$ cat src/sar_ctrl_pkg.sv
// Shared constants and types for the successive-approximation control block
package sar_ctrl_pkg;

   // Result word width and the truncated conversion length
   localparam int DATA_W = 12;
   localparam int SHORT_BITS = 8;

   // Value of the result word after reset
   localparam logic [11:0] RESULT_RESET = 12'h000;

   // First trial of a conversion: top bit set, all others clear
   localparam logic [11:0] MSB_TRIAL = 12'h800;

   // Ticks from a start to the completion flag (one setup tick + decisions)
   localparam logic [4:0] TICKS_FULL = 5'h0D;
   localparam logic [4:0] TICKS_SHORT = 5'h09;

   // System clock and the internal oscillator half period
   localparam int SYS_CLK_PERIOD_NS = 5;
   localparam int OSC_HALF_NS = 40;
   localparam int OSC_HALF_CYC = (OSC_HALF_NS + SYS_CLK_PERIOD_NS - 1)
                                 / SYS_CLK_PERIOD_NS;

   // Depth of the result buffer
   localparam int FIFO_DEPTH_DEF = 4;

   // Number of pin inputs brought through the synchroniser
   localparam int PIN_W = 9;

   // Conversion sequencer states
   typedef enum logic [1:0] {
      ST_IDLE,
      ST_ARM,
      ST_CONV,
      ST_TAIL
   } conv_state_t;

endpackage

$ cat src/sar_adc_conversion_control.sv
// Successive-approximation conversion sequencer with tri-state output control
//
// Function
// - Unipolar result is straight binary, all zeros at zero input.
// - Bipolar result is offset binary, mid-scale code at zero input.
// - Each parallel result bit is active high.
// - Conversion timing comes from external clock or internal oscillator.
// - Internal oscillator starts on start rise and runs only while converting.
// - Start rise sets MSB trial, clears others, drops done, enables serial.
// - Done stays high; run/stop raise restarts with free-running clock.
// - Run dropped mid-conversion: finish the conversion, then idle.
// - Run/stop with external clock: start accepted only when not converting.
// - Done looped to start gives thirteen clocks per twelve-bit conversion.
// - Internal clock is visible on the oscillator node outputs.
// - Done rises together with the last bit decision.
// - Short select low stops after eight bits; high resolves twelve.
// - Byte and done enables float their group when low.
// - Serial data shows each decision; strobe rises at stable data.
`timescale 1ns/1ps
`default_nettype none

module sar_adc_conversion_control
   import sar_ctrl_pkg::*;
#(
   parameter int OSC_HALF = OSC_HALF_CYC,
   parameter int FIFO_DEPTH = FIFO_DEPTH_DEF
) (
   input wire logic SYS_CLK_I,
   input wire logic RST_I,
   input wire logic START_I,
   input wire logic COMP_I,
   input wire logic EXT_CLK_I,
   input wire logic CLOCK_SOURCE_I,
   input wire logic RUN_STOP_MODE_I,
   input wire logic SHORT_CONVERSION_SELECT_I,
   input wire logic LOW_BYTE_OUTPUT_ENABLE_I,
   input wire logic HIGH_BYTE_OUTPUT_ENABLE_I,
   input wire logic DONE_FLAG_OUTPUT_ENABLE_I,
   output logic [11:0] RESULT_BITS_O,
   output logic RESULT_LOW_OE_O,
   output logic RESULT_HIGH_OE_O,
   output logic DONE_O,
   output logic DONE_OE_O,
   output logic SERIAL_RESULT_OUT_O,
   output logic SERIAL_STROBE_O,
   output logic SERIAL_OE_O,
   output logic OSCILLATOR_NODE_A_O,
   output logic OSCILLATOR_NODE_B_O,
   output logic RESULT_VALID_O,
   input wire logic RESULT_READY_I,
   output logic [11:0] RESULT_DATA_O
);

   if (OSC_HALF < 1 || FIFO_DEPTH < 2) begin : g_chk
      $error("oscillator half period or buffer depth out of range");
   end

   ////////////////////////////////////////////////////////////////////////
   // Pin synchronisation and edge detection

   logic [PIN_W-1:0] pins_s;
   logic start_s, comp_s, ext_s, internal_s, run_stop_s;
   logic short_s, low_s, high_s, done_en_s;
   logic start_d, ext_d;
   logic start_rise, ext_rise;

   pin_sync #(.W(PIN_W)) u_sync (
      .clk_i(SYS_CLK_I),
      .rst_i(RST_I),
      .async_i({START_I, COMP_I, EXT_CLK_I, CLOCK_SOURCE_I, RUN_STOP_MODE_I,
                SHORT_CONVERSION_SELECT_I, LOW_BYTE_OUTPUT_ENABLE_I,
                HIGH_BYTE_OUTPUT_ENABLE_I, DONE_FLAG_OUTPUT_ENABLE_I}),
      .sync_o(pins_s)
   );

   assign {start_s, comp_s, ext_s, internal_s, run_stop_s,
           short_s, low_s, high_s, done_en_s} = pins_s;

   // Previous values for edge detection, taken from the synced copies
   always_ff @(posedge SYS_CLK_I) begin
      if (RST_I) begin
         start_d <= 1'b0;
         ext_d <= 1'b0;
      end else begin
         start_d <= start_s;
         ext_d <= ext_s;
      end
   end

   assign start_rise = start_s & ~start_d;
   assign ext_rise = ext_s & ~ext_d;

   ////////////////////////////////////////////////////////////////////////
   // Internal oscillator, gated by the conversion

   localparam int OW = $clog2(OSC_HALF + 1);

   logic osc_run;
   logic osc_clk;
   logic [OW-1:0] osc_cnt;
   logic osc_rise;
   logic tick;

   assign osc_rise = osc_run & ~osc_clk & (osc_cnt == OW'(OSC_HALF - 1));
   // Conversion step source follows the clock select
   assign tick = internal_s ? osc_rise : ext_rise;

   // Toggles only while osc_run is set; parks low otherwise
   always_ff @(posedge SYS_CLK_I) begin
      if (RST_I || !osc_run) begin
         osc_cnt <= '0;
         osc_clk <= 1'b0;
      end else if (osc_cnt == OW'(OSC_HALF - 1)) begin
         osc_cnt <= '0;
         osc_clk <= ~osc_clk;
      end else begin
         osc_cnt <= osc_cnt + OW'(1);
      end
   end

   // Oscillator node mirrors; the second node idles high like an RC pair
   always_ff @(posedge SYS_CLK_I) begin
      if (RST_I) begin
         OSCILLATOR_NODE_A_O <= 1'b0;
         OSCILLATOR_NODE_B_O <= 1'b1;
      end else begin
         OSCILLATOR_NODE_A_O <= osc_clk;
         OSCILLATOR_NODE_B_O <= ~osc_clk;
      end
   end

   ////////////////////////////////////////////////////////////////////////
   // Sequencer

   conv_state_t state;
   logic [11:0] sar;
   logic [11:0] trial;
   logic last;
   logic [11:0] next_sar;
   logic busy;
   logic fifo_ready;
   logic start_ok;
   logic restart;
   logic push;

   // Last decision depends on the truncation select
   assign last = trial[0] | (~short_s & trial[DATA_W-SHORT_BITS]);
   // Keep or drop the trial bit, then arm the next lower one
   assign next_sar = (sar & ~trial) | (comp_s ? trial : '0)
                     | (last ? '0 : (trial >> 1));
   assign busy = (state == ST_ARM) || (state == ST_CONV);
   // Run/stop never aborts; a full buffer holds off new work
   assign start_ok = start_rise & fifo_ready
                     & ~(run_stop_s & busy);
   // Free-running restart while run is held high
   assign restart = (state == ST_TAIL) & tick & run_stop_s & start_s
                    & fifo_ready;

   // Main state and word; SAR output is the natural binary weight of the
   // word, which is straight binary unipolar and offset binary bipolar
   always_ff @(posedge SYS_CLK_I) begin
      if (RST_I) begin
         state <= ST_IDLE;
         sar <= RESULT_RESET;
         trial <= '0;
         DONE_O <= 1'b0;
         push <= 1'b0;
      end else begin
         push <= 1'b0;
         if (start_ok || restart) begin
            state <= start_ok ? ST_ARM : ST_CONV;
            sar <= MSB_TRIAL;
            trial <= MSB_TRIAL;
            DONE_O <= 1'b0;
         end else begin
            unique case (state)
               ST_IDLE: begin
               end
               ST_ARM: begin
                  // Start high parks the MSB trial unless in run/stop mode
                  if (tick && (!start_s || run_stop_s)) begin
                     state <= ST_CONV;
                  end
               end
               ST_CONV: begin
                  if (tick) begin
                     sar <= next_sar;
                     trial <= trial >> 1;
                     if (last) begin
                        DONE_O <= 1'b1;
                        push <= 1'b1;
                        state <= ST_TAIL;
                     end
                  end
               end
               ST_TAIL: begin
                  if (tick) begin
                     state <= ST_IDLE;
                  end
               end
            endcase
         end
      end
   end

   // Oscillator gate: on at start with internal clock, off after the tail
   always_ff @(posedge SYS_CLK_I) begin
      if (RST_I) begin
         osc_run <= 1'b0;
      end else if (start_ok) begin
         osc_run <= internal_s;
      end else if (state == ST_TAIL && tick && !restart) begin
         osc_run <= 1'b0;
      end
   end

   ////////////////////////////////////////////////////////////////////////
   // Serial stream: data changes on a tick, strobe low for that cycle so
   // its rising edge always lands on settled data

   always_ff @(posedge SYS_CLK_I) begin
      if (RST_I) begin
         SERIAL_OE_O <= 1'b0;
         SERIAL_RESULT_OUT_O <= 1'b0;
         SERIAL_STROBE_O <= 1'b0;
      end else begin
         if (start_ok) begin
            SERIAL_OE_O <= 1'b1;
         end else if (state == ST_TAIL && tick && !restart) begin
            SERIAL_OE_O <= 1'b0;
         end
         if (state == ST_CONV && tick) begin
            SERIAL_RESULT_OUT_O <= comp_s;
         end
         SERIAL_STROBE_O <= ~tick & (state == ST_TAIL
                            || (state == ST_CONV && trial != MSB_TRIAL));
      end
   end

   ////////////////////////////////////////////////////////////////////////
   // Parallel word and output enables; the word pins are the SAR flops
   // themselves so the last decision and done appear on one edge
   assign RESULT_BITS_O = sar;

   always_ff @(posedge SYS_CLK_I) begin
      if (RST_I) begin
         RESULT_LOW_OE_O <= 1'b0;
         RESULT_HIGH_OE_O <= 1'b0;
         DONE_OE_O <= 1'b0;
      end else begin
         RESULT_LOW_OE_O <= low_s;
         RESULT_HIGH_OE_O <= high_s;
         DONE_OE_O <= done_en_s;
      end
   end

   ////////////////////////////////////////////////////////////////////////
   // Finished words queue for the stream consumer

   result_fifo #(.W(DATA_W), .DEPTH(FIFO_DEPTH)) u_fifo (
      .clk_i(SYS_CLK_I),
      .rst_i(RST_I),
      .in_valid_i(push),
      .in_ready_o(fifo_ready),
      .in_data_i(sar),
      .out_valid_o(RESULT_VALID_O),
      .out_ready_i(RESULT_READY_I),
      .out_data_o(RESULT_DATA_O)
   );

   ////////////////////////////////////////////////////////////////////////
   // Checks

   // Decision ticks since the last start, for the cycle-count check
   logic [4:0] tick_cnt;
   always_ff @(posedge SYS_CLK_I) begin
      if (RST_I || start_ok || restart) begin
         tick_cnt <= '0;
      end else if (tick && state == ST_CONV && tick_cnt != 5'h1F) begin
         tick_cnt <= tick_cnt + 5'h01;
      end
   end
endmodule // sar_adc_conversion_control

`default_nettype wire

$ cat src/pin_sync.sv
// Two-flop synchroniser for asynchronous pin inputs
`timescale 1ns/1ps
`default_nettype none

module pin_sync #(
   parameter int W = 1
) (
   input wire logic clk_i,
   input wire logic rst_i,
   input wire logic [W-1:0] async_i,
   output logic [W-1:0] sync_o
);

   logic [W-1:0] meta;

   // First stage feeds only the second stage
   always_ff @(posedge clk_i) begin
      if (rst_i) begin
         meta <= '0;
         sync_o <= '0;
      end else begin
         meta <= async_i;
         sync_o <= meta;
      end
   end

endmodule // pin_sync

`default_nettype wire

$ cat src/result_fifo.sv
// Shift-style result FIFO with registered head word and valid
`timescale 1ns/1ps
`default_nettype none

module result_fifo #(
   parameter int W = 12,
   parameter int DEPTH = 4
) (
   input wire logic clk_i,
   input wire logic rst_i,
   input wire logic in_valid_i,
   output logic in_ready_o,
   input wire logic [W-1:0] in_data_i,
   output logic out_valid_o,
   input wire logic out_ready_i,
   output logic [W-1:0] out_data_o
);

   localparam int CW = $clog2(DEPTH + 1);

   logic [W-1:0] mem [DEPTH];
   logic [CW-1:0] count;
   logic push;
   logic pop;
   logic [CW-1:0] next_count;
   logic [CW-1:0] wr_idx;

   if (DEPTH < 2) begin : g_chk
      $error("result_fifo needs a depth of at least two");
   end

   // Handshakes; head of queue sits in mem[0] so it comes from a flop
   assign in_ready_o = (count != CW'(DEPTH));
   assign push = in_valid_i & in_ready_o;
   assign pop = out_valid_o & out_ready_i;
   assign next_count = count + CW'(push) - CW'(pop);
   assign wr_idx = count - CW'(pop);
   assign out_data_o = mem[0];

   // Occupancy and registered valid
   always_ff @(posedge clk_i) begin
      if (rst_i) begin
         count <= '0;
         out_valid_o <= 1'b0;
      end else begin
         count <= next_count;
         out_valid_o <= (next_count != '0);
      end
   end

   // Storage: shift down on pop, write behind the last live entry
   always_ff @(posedge clk_i) begin
      for (int i = 0; i < DEPTH; i++) begin
         if (push && wr_idx == CW'(i)) begin
            mem[i] <= in_data_i;
         end else if (pop && i < DEPTH - 1) begin
            mem[i] <= mem[i+1];
         end
      end
   end

endmodule // result_fifo

`default_nettype wire

$ cat config.mk
export PLATFORM = sky130hd
export DESIGN_NAME = sar_adc_conversion_control
export DESIGN_NICKNAME = d
export VERILOG_FILES = /design/src/sar_ctrl_pkg.sv /design/src/sar_adc_conversion_control.sv /design/src/pin_sync.sv /design/src/result_fifo.sv
export SDC_FILE = /design/constraint.sdc
export NUM_CORES = 1
export LEC_CHECK = 0
export ABC_CLOCK_PERIOD_IN_PS = 6000
export BUFFER_PORTS_ARGS = -buffer_cell sky130_fd_sc_hd__buf_2
export CORE_ASPECT_RATIO = 1.2
export CORE_UTILIZATION = 35
export DETAILED_ROUTE_END_ITERATION = 10
export HOLD_SLACK_MARGIN = 0.05
export SYNTH_ARGS = -nofsm -noshare
export SYNTH_HDL_FRONTEND = slang
export SYNTH_HIERARCHICAL = 1
export SYNTH_SLANG_ARGS = --single-unit
$ cat constraint.sdc
create_clock -name SYS_CLK_I -period 6 [get_ports SYS_CLK_I]
set_input_delay 1.2 -clock SYS_CLK_I [delete_from_list [all_inputs] [get_ports SYS_CLK_I]]
set_output_delay 1.2 -clock SYS_CLK_I [all_outputs]
set_load 0.01 [all_outputs]
==> results of run 1 <==
## registers in the layout, summed over array words and instances (netlist names), 2 cells and up
register       flops
u_sync/meta        9
state              2
u_fifo/count       3
u_fifo/mem        48
RESULT_BITS_O     12
trial             12
u_sync/sync_o      9
osc_cnt            4
## through the flow
stage          power (W)  hold slack (ns)  area (µm²)  worst slack (ns)  utilization (%)
6_report         0.00210            0.436        5580              2.49             43.7
3_3_place_gp     0.00116            0.418        5010              2.22             39.2
3_5_place_dp     0.00117            0.423        5010              2.04             39.2
4_1_cts          0.00213            0.439        5580              2.44             43.7
5_1_grt          0.00219            0.458        5580              2.25             43.7
2_1_floorplan    0.00112            0.411        4650              2.47                -
## area by class of cell
type	instances	share of cell area, %
Multi-Input combinational cell	236	31.4
Inverter	9	0.605
Timing Repair Buffer	49	4.57
Sequential cell	114	49.5
Tap cell	164	3.68
Clock inverter	8	1.34
Clock buffer	23	8.96
## power by group
part	switching [W]	internal, W	leakage [nW]
Combinational	0.000127	0.000112	0.922
Sequential	0.0000278	0.000883	1.01
Clock	0.000325	0.000624	0.280
Total	0.000480	0.00162	2.21
## worst min-delay path by stage
stage	slack, ns	start	depth (start not counted)	endpoint
finish	0.44	u_sync/meta[0]	1	u_sync/sync_o[0]
global route	0.46	u_sync/meta[8]	1	u_sync/sync_o[8]
CTS	0.44	u_sync/meta[4]	1	u_sync/sync_o[4]
global placement	0.42	u_sync/meta[8]	1	u_sync/sync_o[8]
floorplan	0.41	u_sync/meta[8]	1	u_sync/sync_o[8]
detailed placement	0.42	u_sync/meta[4]	1	u_sync/sync_o[4]
## cells in the final DEF (no fill, tap or decap), drive strengths merged, types with 3 or more instances in the layout
master and instances:
o21ai 5, clkinv 4, o21ba 9, clkbuf 23, and2b 7, nand3 5
nor2 13, edfxtp 48, a311oi 10, xnor2 5, buf 49, a21oi 33
nor3 5, dfxtp 66, nand2b 4, nor3b 3, nor2b 22, ha 7
nand2 45, mux2 36, inv 10
## kinds of logic (layout without fill, tap and decap cells)
kind of cell | count (synthesis) | in the layout
AO/OA/AOI/OAI | 70 | 70
XOR/XNOR | 6 | 6
adder cells (fa/ha/maj) | 8 | 8
buffers and inverters | 25 | 89
flip-flops | 114 | 114
multiplexers | 37 | 37
AND/OR/NAND/NOR | 115 | 115
## per-layer routing
metal	wire [µm]	up-vias	part of all wire, %
met5	0	-	0
met4	146	0	1.9
met3	358	15	4.5
met2	4050	68	51
met1	3330	1385	42
li1	-	1462	-
==> flow_summary.json, run 1 <==
{
  "async_flop_share_pct": 0,
  "synth-seq-area-share_pct": 59.4,
  "critical_path_depth": 7,
  "use_met2_pct": 22.1,
  "post_cts.repair.setup_buffers": 0,
  "worst-setup-path-type": "input pin to flop",
  "critPathSlowestCell": "sky130_fd_sc_hd__o22ai_1",
  "final-max-slew-violation-count": 0,
  "yosys.cell_count.top_type": "sky130_fd_sc_hd__dfxtp_1",
  "die_h_um": 128,
  "final_period_minus_worst_setup_slack_ns": 3.51,
  "worst-r2r-cell-count": 6,
  "clk-insertion-delay-late_ns": 0.41,
  "yosysTopAreaCell": "sky130_fd_sc_hd__edfxtp_1",
  "start_util_pct": 36.4,
  "adder_cell_share_of_the_synthesized_area_pct": 2.31,
  "yosys_register_bits": 114,
  "crit_chain": "buf_2 > nand2_1 > or2_2 > ha_1 > nor3b_1 > o22ai_1 > mux2_2",
  "post_route_cells_drive_above_1_share_pct": 29.4,
  "fin_crit_sh_pct": 58.5,
  "cts-root-to-sink-buffers": 2,
  "timing.hold.worst.class": "flop to flop",
  "met1_capacity_usage_during_global_routing_pct": 13.6,
  "clock_sink_count": 114,
  "reg2reg_to": "u_fifo/mem[1][1]",
  "cts_made_buffers": 17,
  "post_synth_instance_area_um2": 4650,
  "detail_route.iter0.violations": 181,
  "skew_ns": 0.00966,
  "cts_tree": "done",
  "cp_data_arrival_time_ns": 3.66,
  "maxClockFrequency_ghz": 0.285,
  "power.density_cell_area_nw_per_um2": 376,
  "grt_util_all_layers_pct": 12.6,
  "clk_pin_slew_ns": 0.05,
  "synthesis.area_per_instance_um2": 12.4,
  "clock_tree_root_buffer_cell": "sky130_fd_sc_hd__clkbuf_16",
  "yosys_most_used_dff": "sky130_fd_sc_hd__dfxtp_1",
  "mappedNetlistNets": 395,
  "setup_viol": 0,
  "clock_tree.htree_level_count": 4,
  "worstSetupEndpoint": "u_fifo/mem[1][1]",
  "synth_simple_gate_area_share_pct": 13.1,
  "final_standard_cell_count_with_taps_included_and_fillers_excluded": 603,
  "critical_path.max_stage_delay_ns": 0.92,
  "synth_top_family_by_area": "simple AND/OR/NAND/NOR gates",
  "timing.slew.headroom_pct": 21.2,
  "crit_required_ns": 6.15,
  "synth_cell_type_count": 51,
  "setup_repair_after_global_routing_missed_its_margin": "no",
  "die_area_um2": 13800,
  "complex_gate_fraction_of_the_synthesized_area_pct": 11.2,
  "grt_antenna_before_repair": 0,
  "timing.critical_path.from": "RESULT_READY_I",
  "detail_route.vias_per_cell": 4.86,
  "status": "completed",
  "grt_pass1_vias": 2861,
  "grt_first_pass_wirelength_mm": 13.4,
  "worstMarginPinSlew_ns": 1.18,
  "placed_cells_incl_taps": 572,
  "drt.antenna.violating_nets": 0,
  "synth_top_area_share_pct": 31.0,
  "grt-busiest-layer": "met2",
  "wl_per_cell_um": 13.1,
  "netlist_top_cells_area": "sky130_fd_sc_hd__edfxtp_1, sky130_fd_sc_hd__dfxtp_1, sky130_fd_sc_hd__mux2_2, sky130_fd_sc_hd__a21oi_1, sky130_fd_sc_hd__nand2_1",
  "core_area_um2": 12800,
  "multi_input_comb_area_um2": 1750,
  "place.gp.congestion": 0.779,
  "io_pins": 46,
  "yosys_warnings": 6,
  "vias": 2930,
  "hpwlAfterDp_mm": 5.37,
  "area.sequential_um2": 2760,
  "synth_xor_area_share_pct": 1.29,
  "post_synth_mux_area_share_pct": 9.74,
  "floorplan.rows": 45,
  "grtUsageMet3_pct": 4.27,
  "finalSetupTns_ns": 0,
  "synth.cells.most_frequent": "sky130_fd_sc_hd__dfxtp_1, sky130_fd_sc_hd__edfxtp_1, sky130_fd_sc_hd__nand2_1",
  "synthToLayoutAreaGrowth_pct": 20.1,
  "number_of_filler_instances_in_the_final_layout": 1162,
  "crit_path_end_kind": "flop",
  "io_buffers": 45,
  "synthCells": 375,
  "cpLargestDelayFamily": "compound AO/OA/AOI/OAI gates",
  "detail_route.first_pass.iterations": 4,
  "post_cts_resize_count": 0,
  "vdd.ir_drop.worst_uv": 194,
  "worst_setup_path_start_kind": "input pin",
  "die_width_um": 107,
  "routed_wl_mm": 7.89,
  "post_synth_edffs": 48,
  "worstPathMaxFanout": 12,
  "net_total_in_the_final_layout": 447,
  "num_antenna_cells": 0,
  "drt_drc_violations_left": 0,
  "worst-r2r-setup-slack_ns": 3.01,
  "largest_net_degree_at_the_start_of_global_routing": 41,
  "regToRegStartpoint": "u_fifo/out_valid_o",
  "cap_violations": 0,
  "leakage_power_of_the_design_nw": 2.21,
  "hold_violations": 0,
  "worstPathBufferInverterCount": 1,
  "cts_hold_buffers": 0,
  "gr-total-overflow": 0
}
(Power assumes the default switching activity.)
==> inputs of run 2 (changes only) <==
- ABC_AREA: default -> 1
- ABC_CLOCK_PERIOD_IN_PS: 6000 -> 2860
- clock period: 6 -> 2.86 ns (I/O delays scaled with it)
==> run 2 against run 1 <==
- cell area increased by 1.7%
- via count up 20%
- clock power increased by 100%
- sequential share of layout area decreased by 0.83 points
- worst hold slack worse by 0.062 ns
- clock skew shrank 0.0018 ns
- sequential power is 110% higher
- critical endpoint is now u_fifo/mem[1][8]
==> flow_summary.json, run 2 <==
{
  "status": "completed",
  "clock_tree.htree_level_count": 4,
  "hold_slack_ns": 0.374,
  "critPathSlowestCell": "sky130_fd_sc_hd__dfxtp_1",
  "final_period_minus_worst_setup_slack_ns": 2.01,
  "totalPowerFinal_w": 0.00449,
  "post_route_cells_drive_above_1_share_pct": 17.9,
  "critical_path.max_stage_delay_ns": 0.31,
  "yosys_register_bits": 114,
  "worstMarginPinSlew_ns": 0.595,
  "finalSetupTns_ns": 0,
  "leading_cell_type_in_the_layout_fill_and_taps_excluded": "sky130_fd_sc_hd__nand2_1",
  "worst_setup_path_start_kind": "flop",
  "vdd.ir_drop.worst_uv": 425,
  "place_area_um2": 5110,
  "detail_route.first_pass.iterations": 4,
  "maxClockFrequency_ghz": 0.498,
  "crit_chain": "nand2_2 > inv_2 > nand2_1 > inv_1 > ha_1 > inv_1 > nand2_1 > nand2_2 > nor2_4 > nand3_2 > buf_4 > nand2_2 > nand2_1 > nand2_1",
  "vias": 3511,
  "grt_util_all_layers_pct": 13.6,
  "die_area_um2": 14100,
  "net_total_in_the_final_layout": 604,
  "start_util_pct": 36.0,
  "synth_simple_gate_area_share_pct": 25.5,
  "cp_data_arrival_time_ns": 2.15,
  "yosys.cell_count.top_type": "sky130_fd_sc_hd__nand2_1",
  "post_cts_resize_count": 0,
  "setup_repair_after_global_routing_missed_its_margin": "no",
  "leakage_power_of_the_design_nw": 2.45,
  "skew_ns": 0.00790,
  "drt_drc_violations_left": 0,
  "complex_gate_fraction_of_the_synthesized_area_pct": 6.33,
  "core_area_um2": 13300,
  "place.gp.congestion": 0.801,
  "detail_route.iter0.violations": 199,
  "max_flop_register": "u_fifo/mem",
  "timing.hold.worst.class": "input pin to flop",
  "detail_route.vias_per_cell": 4.59,
  "synth_xor_area_share_pct": 0.183,
  "post_synth_instance_area_um2": 4780,
  "worst-r2r-cell-count": 14,
  "crit_required_ns": 3.01,
  "synthToLayoutAreaGrowth_pct": 18.7,
  "final_area_um2": 5680,
  "io_buffers": 45,
  "worstPathMaxFanout": 13,
  "synthesis.area_per_instance_um2": 8.96,
  "timing.hold.worst_path_depth": 3,
  "final_standard_cell_count_with_taps_included_and_fillers_excluded": 765,
  "post_synth_edffs": 48,
  "cap_violations": 0,
  "post_synth_mux_area_share_pct": 0,
  "cts-root-to-sink-buffers": 2,
  "floorplan.rows": 46,
  "clock_tree_root_buffer_cell": "sky130_fd_sc_hd__clkbuf_16",
  "fin_crit_sh_pct": 70.2,
  "hold_violations": 0,
  "final-max-slew-violation-count": 0,
  "cts_hold_buffers": 0,
  "cts_made_buffers": 17,
  "wl_per_cell_um": 11.3,
  "commonest_non_fill_non_tap_cells_in_the_layout": "sky130_fd_sc_hd__nand2_1, sky130_fd_sc_hd__dfxtp_1, sky130_fd_sc_hd__inv_1",
  "worstPathBufferInverterCount": 4,
  "regToRegStartpoint": "u_fifo/out_valid_o",
  "synth.cells.most_frequent": "sky130_fd_sc_hd__nand2_1, sky130_fd_sc_hd__dfxtp_1, sky130_fd_sc_hd__inv_1",
  "mappedNetlistNets": 554,
  "worst-setup-path-type": "flop to flop",
  "synth-seq-area-share_pct": 57.8,
  "io_pins": 46,
  "routed_wl_mm": 8.65,
  "post_cts.repair.setup_buffers": 0,
  "power.density_cell_area_nw_per_um2": 790,
  "synth_cell_type_count": 38,
  "min_to": "u_sync/meta[1]",
  "grt_pass1_vias": 3302,
  "die_width_um": 109,
  "drt.antenna.violating_nets": 0,
  "clk-insertion-delay-late_ns": 0.40,
  "hp-start": "HIGH_BYTE_OUTPUT_ENABLE_I",
  "cpLargestDelayFamily": "simple AND/OR/NAND/NOR gates",
  "adder_cell_share_of_the_synthesized_area_pct": 2.25,
  "synthCells": 534,
  "worst-r2r-setup-slack_ns": 0.85,
  "largest_net_degree_at_the_start_of_global_routing": 41,
  "hpwlAfterDp_mm": 5.94,
  "grt_antenna_before_repair": 0,
  "synth_top_area_share_pct": 30.1,
  "gr-total-overflow": 0,
  "reg2reg_to": "u_fifo/mem[1][8]",
  "yosys_most_used_dff": "sky130_fd_sc_hd__dfxtp_1",
  "yosysTopAreaCell": "sky130_fd_sc_hd__edfxtp_1",
  "grt_first_pass_wirelength_mm": 14.8,
  "yosys_warnings": 6,
  "largest_reg_flops": 48,
  "clock_sink_count": 114,
  "synth_top_family_by_area": "simple AND/OR/NAND/NOR gates",
  "timing.slew.headroom_pct": 60.1,
  "netlist_top_cells_area": "sky130_fd_sc_hd__edfxtp_1, sky130_fd_sc_hd__dfxtp_1, sky130_fd_sc_hd__nand2_1, sky130_fd_sc_hd__nand3_1, sky130_fd_sc_hd__inv_1",
  "async_flop_share_pct": 0,
  "cts_tree": "done",
  "num_antenna_cells": 0,
  "placed_cells_incl_taps": 733,
  "critical_path.most_common_cell": "sky130_fd_sc_hd__nand2_1",
  "setup_viol": 0,
  "crit_path_end_kind": "flop",
  "clk_pin_slew_ns": 0.05,
  "die_h_um": 130
}
run 2: cell types whose count changed after synthesis, sizes merged, moves of 6 or more:
| cell | change |
|---|---|
| nand3 | +47 |
| inv | +51 |
| a311oi | -10 |
| a21oi | -7 |
| nor2 | +34 |
| buf | +6 |
| nand2 | +130 |
| o21ba | -6 |
| and2b | -7 |
| mux2 | -36 |
| nor2b | -22 |
run 2: worst reg2reg max path, delay by kind of cell (launching register included):
kind,cells,cell delay (ns)
flip-flops,1,0.31
adder cells (fa/ha/maj),1,0.20
AND/OR/NAND/NOR,9,0.90
buffers and inverters,4,0.36
run 2: worst max path at each step:
stage                       startpoint                to  slack [ns]  cells after the start
finish              u_fifo/out_valid_o  u_fifo/mem[1][8]        0.85                     14
global route        u_fifo/out_valid_o  u_fifo/mem[0][0]        0.63                     11
CTS                 u_fifo/out_valid_o  u_fifo/mem[1][8]        0.83                     11
detailed placement      RESULT_READY_I  u_fifo/mem[0][7]        0.48                     11
global placement        RESULT_READY_I  u_fifo/mem[0][5]        0.57                     11
floorplan               RESULT_READY_I  u_fifo/mem[3][0]        0.51                      8
run 2: metal layers:
metal  track usage (%)  up-vias  routed length [µm]
li1                  -     1824                   -
met1              15.1     1583                3700
met2              23.6       93                4430
met3              4.20       11                 403
met4              6.04        0                 110
met5                 0        -                   0
run 2: cell families after synthesis:
family / after synthesis
buffers and inverters: 81
flip-flops: 114
AND/OR/NAND/NOR: 282
AO/OA/AOI/OAI: 48
adder cells (fa/ha/maj): 8
XOR/XNOR: 1
run 2: stage by stage:
stage / utilization, % / setup WS (ns)
finish: 42.7 / 0.852
detailed placement: 38.5 / 0.484
floorplan: - / 0.515
CTS: 42.7 / 0.834
global route: 42.7 / 0.625
global placement: 38.5 / 0.572
run 2: area by class of cell:
class	count	area, µm²
Tap cell	168	210
Inverter	60	228
Timing Repair Buffer	52	278
Sequential cell	114	2760
Clock buffer	24	513
Multi-Input combinational cell	339	1640
Fill cell	1294	7620
Clock inverter	8	50.0
run 2: where the power goes:
group | leakage (nW) | switching, W | internal [W] | total, W
Combinational | 1.18 | 0.000412 | 0.000207 | 0.000619
Sequential | 0.998 | 0.0000608 | 0.00187 | 0.00193
Clock | 0.277 | 0.000695 | 0.00124 | 0.00194
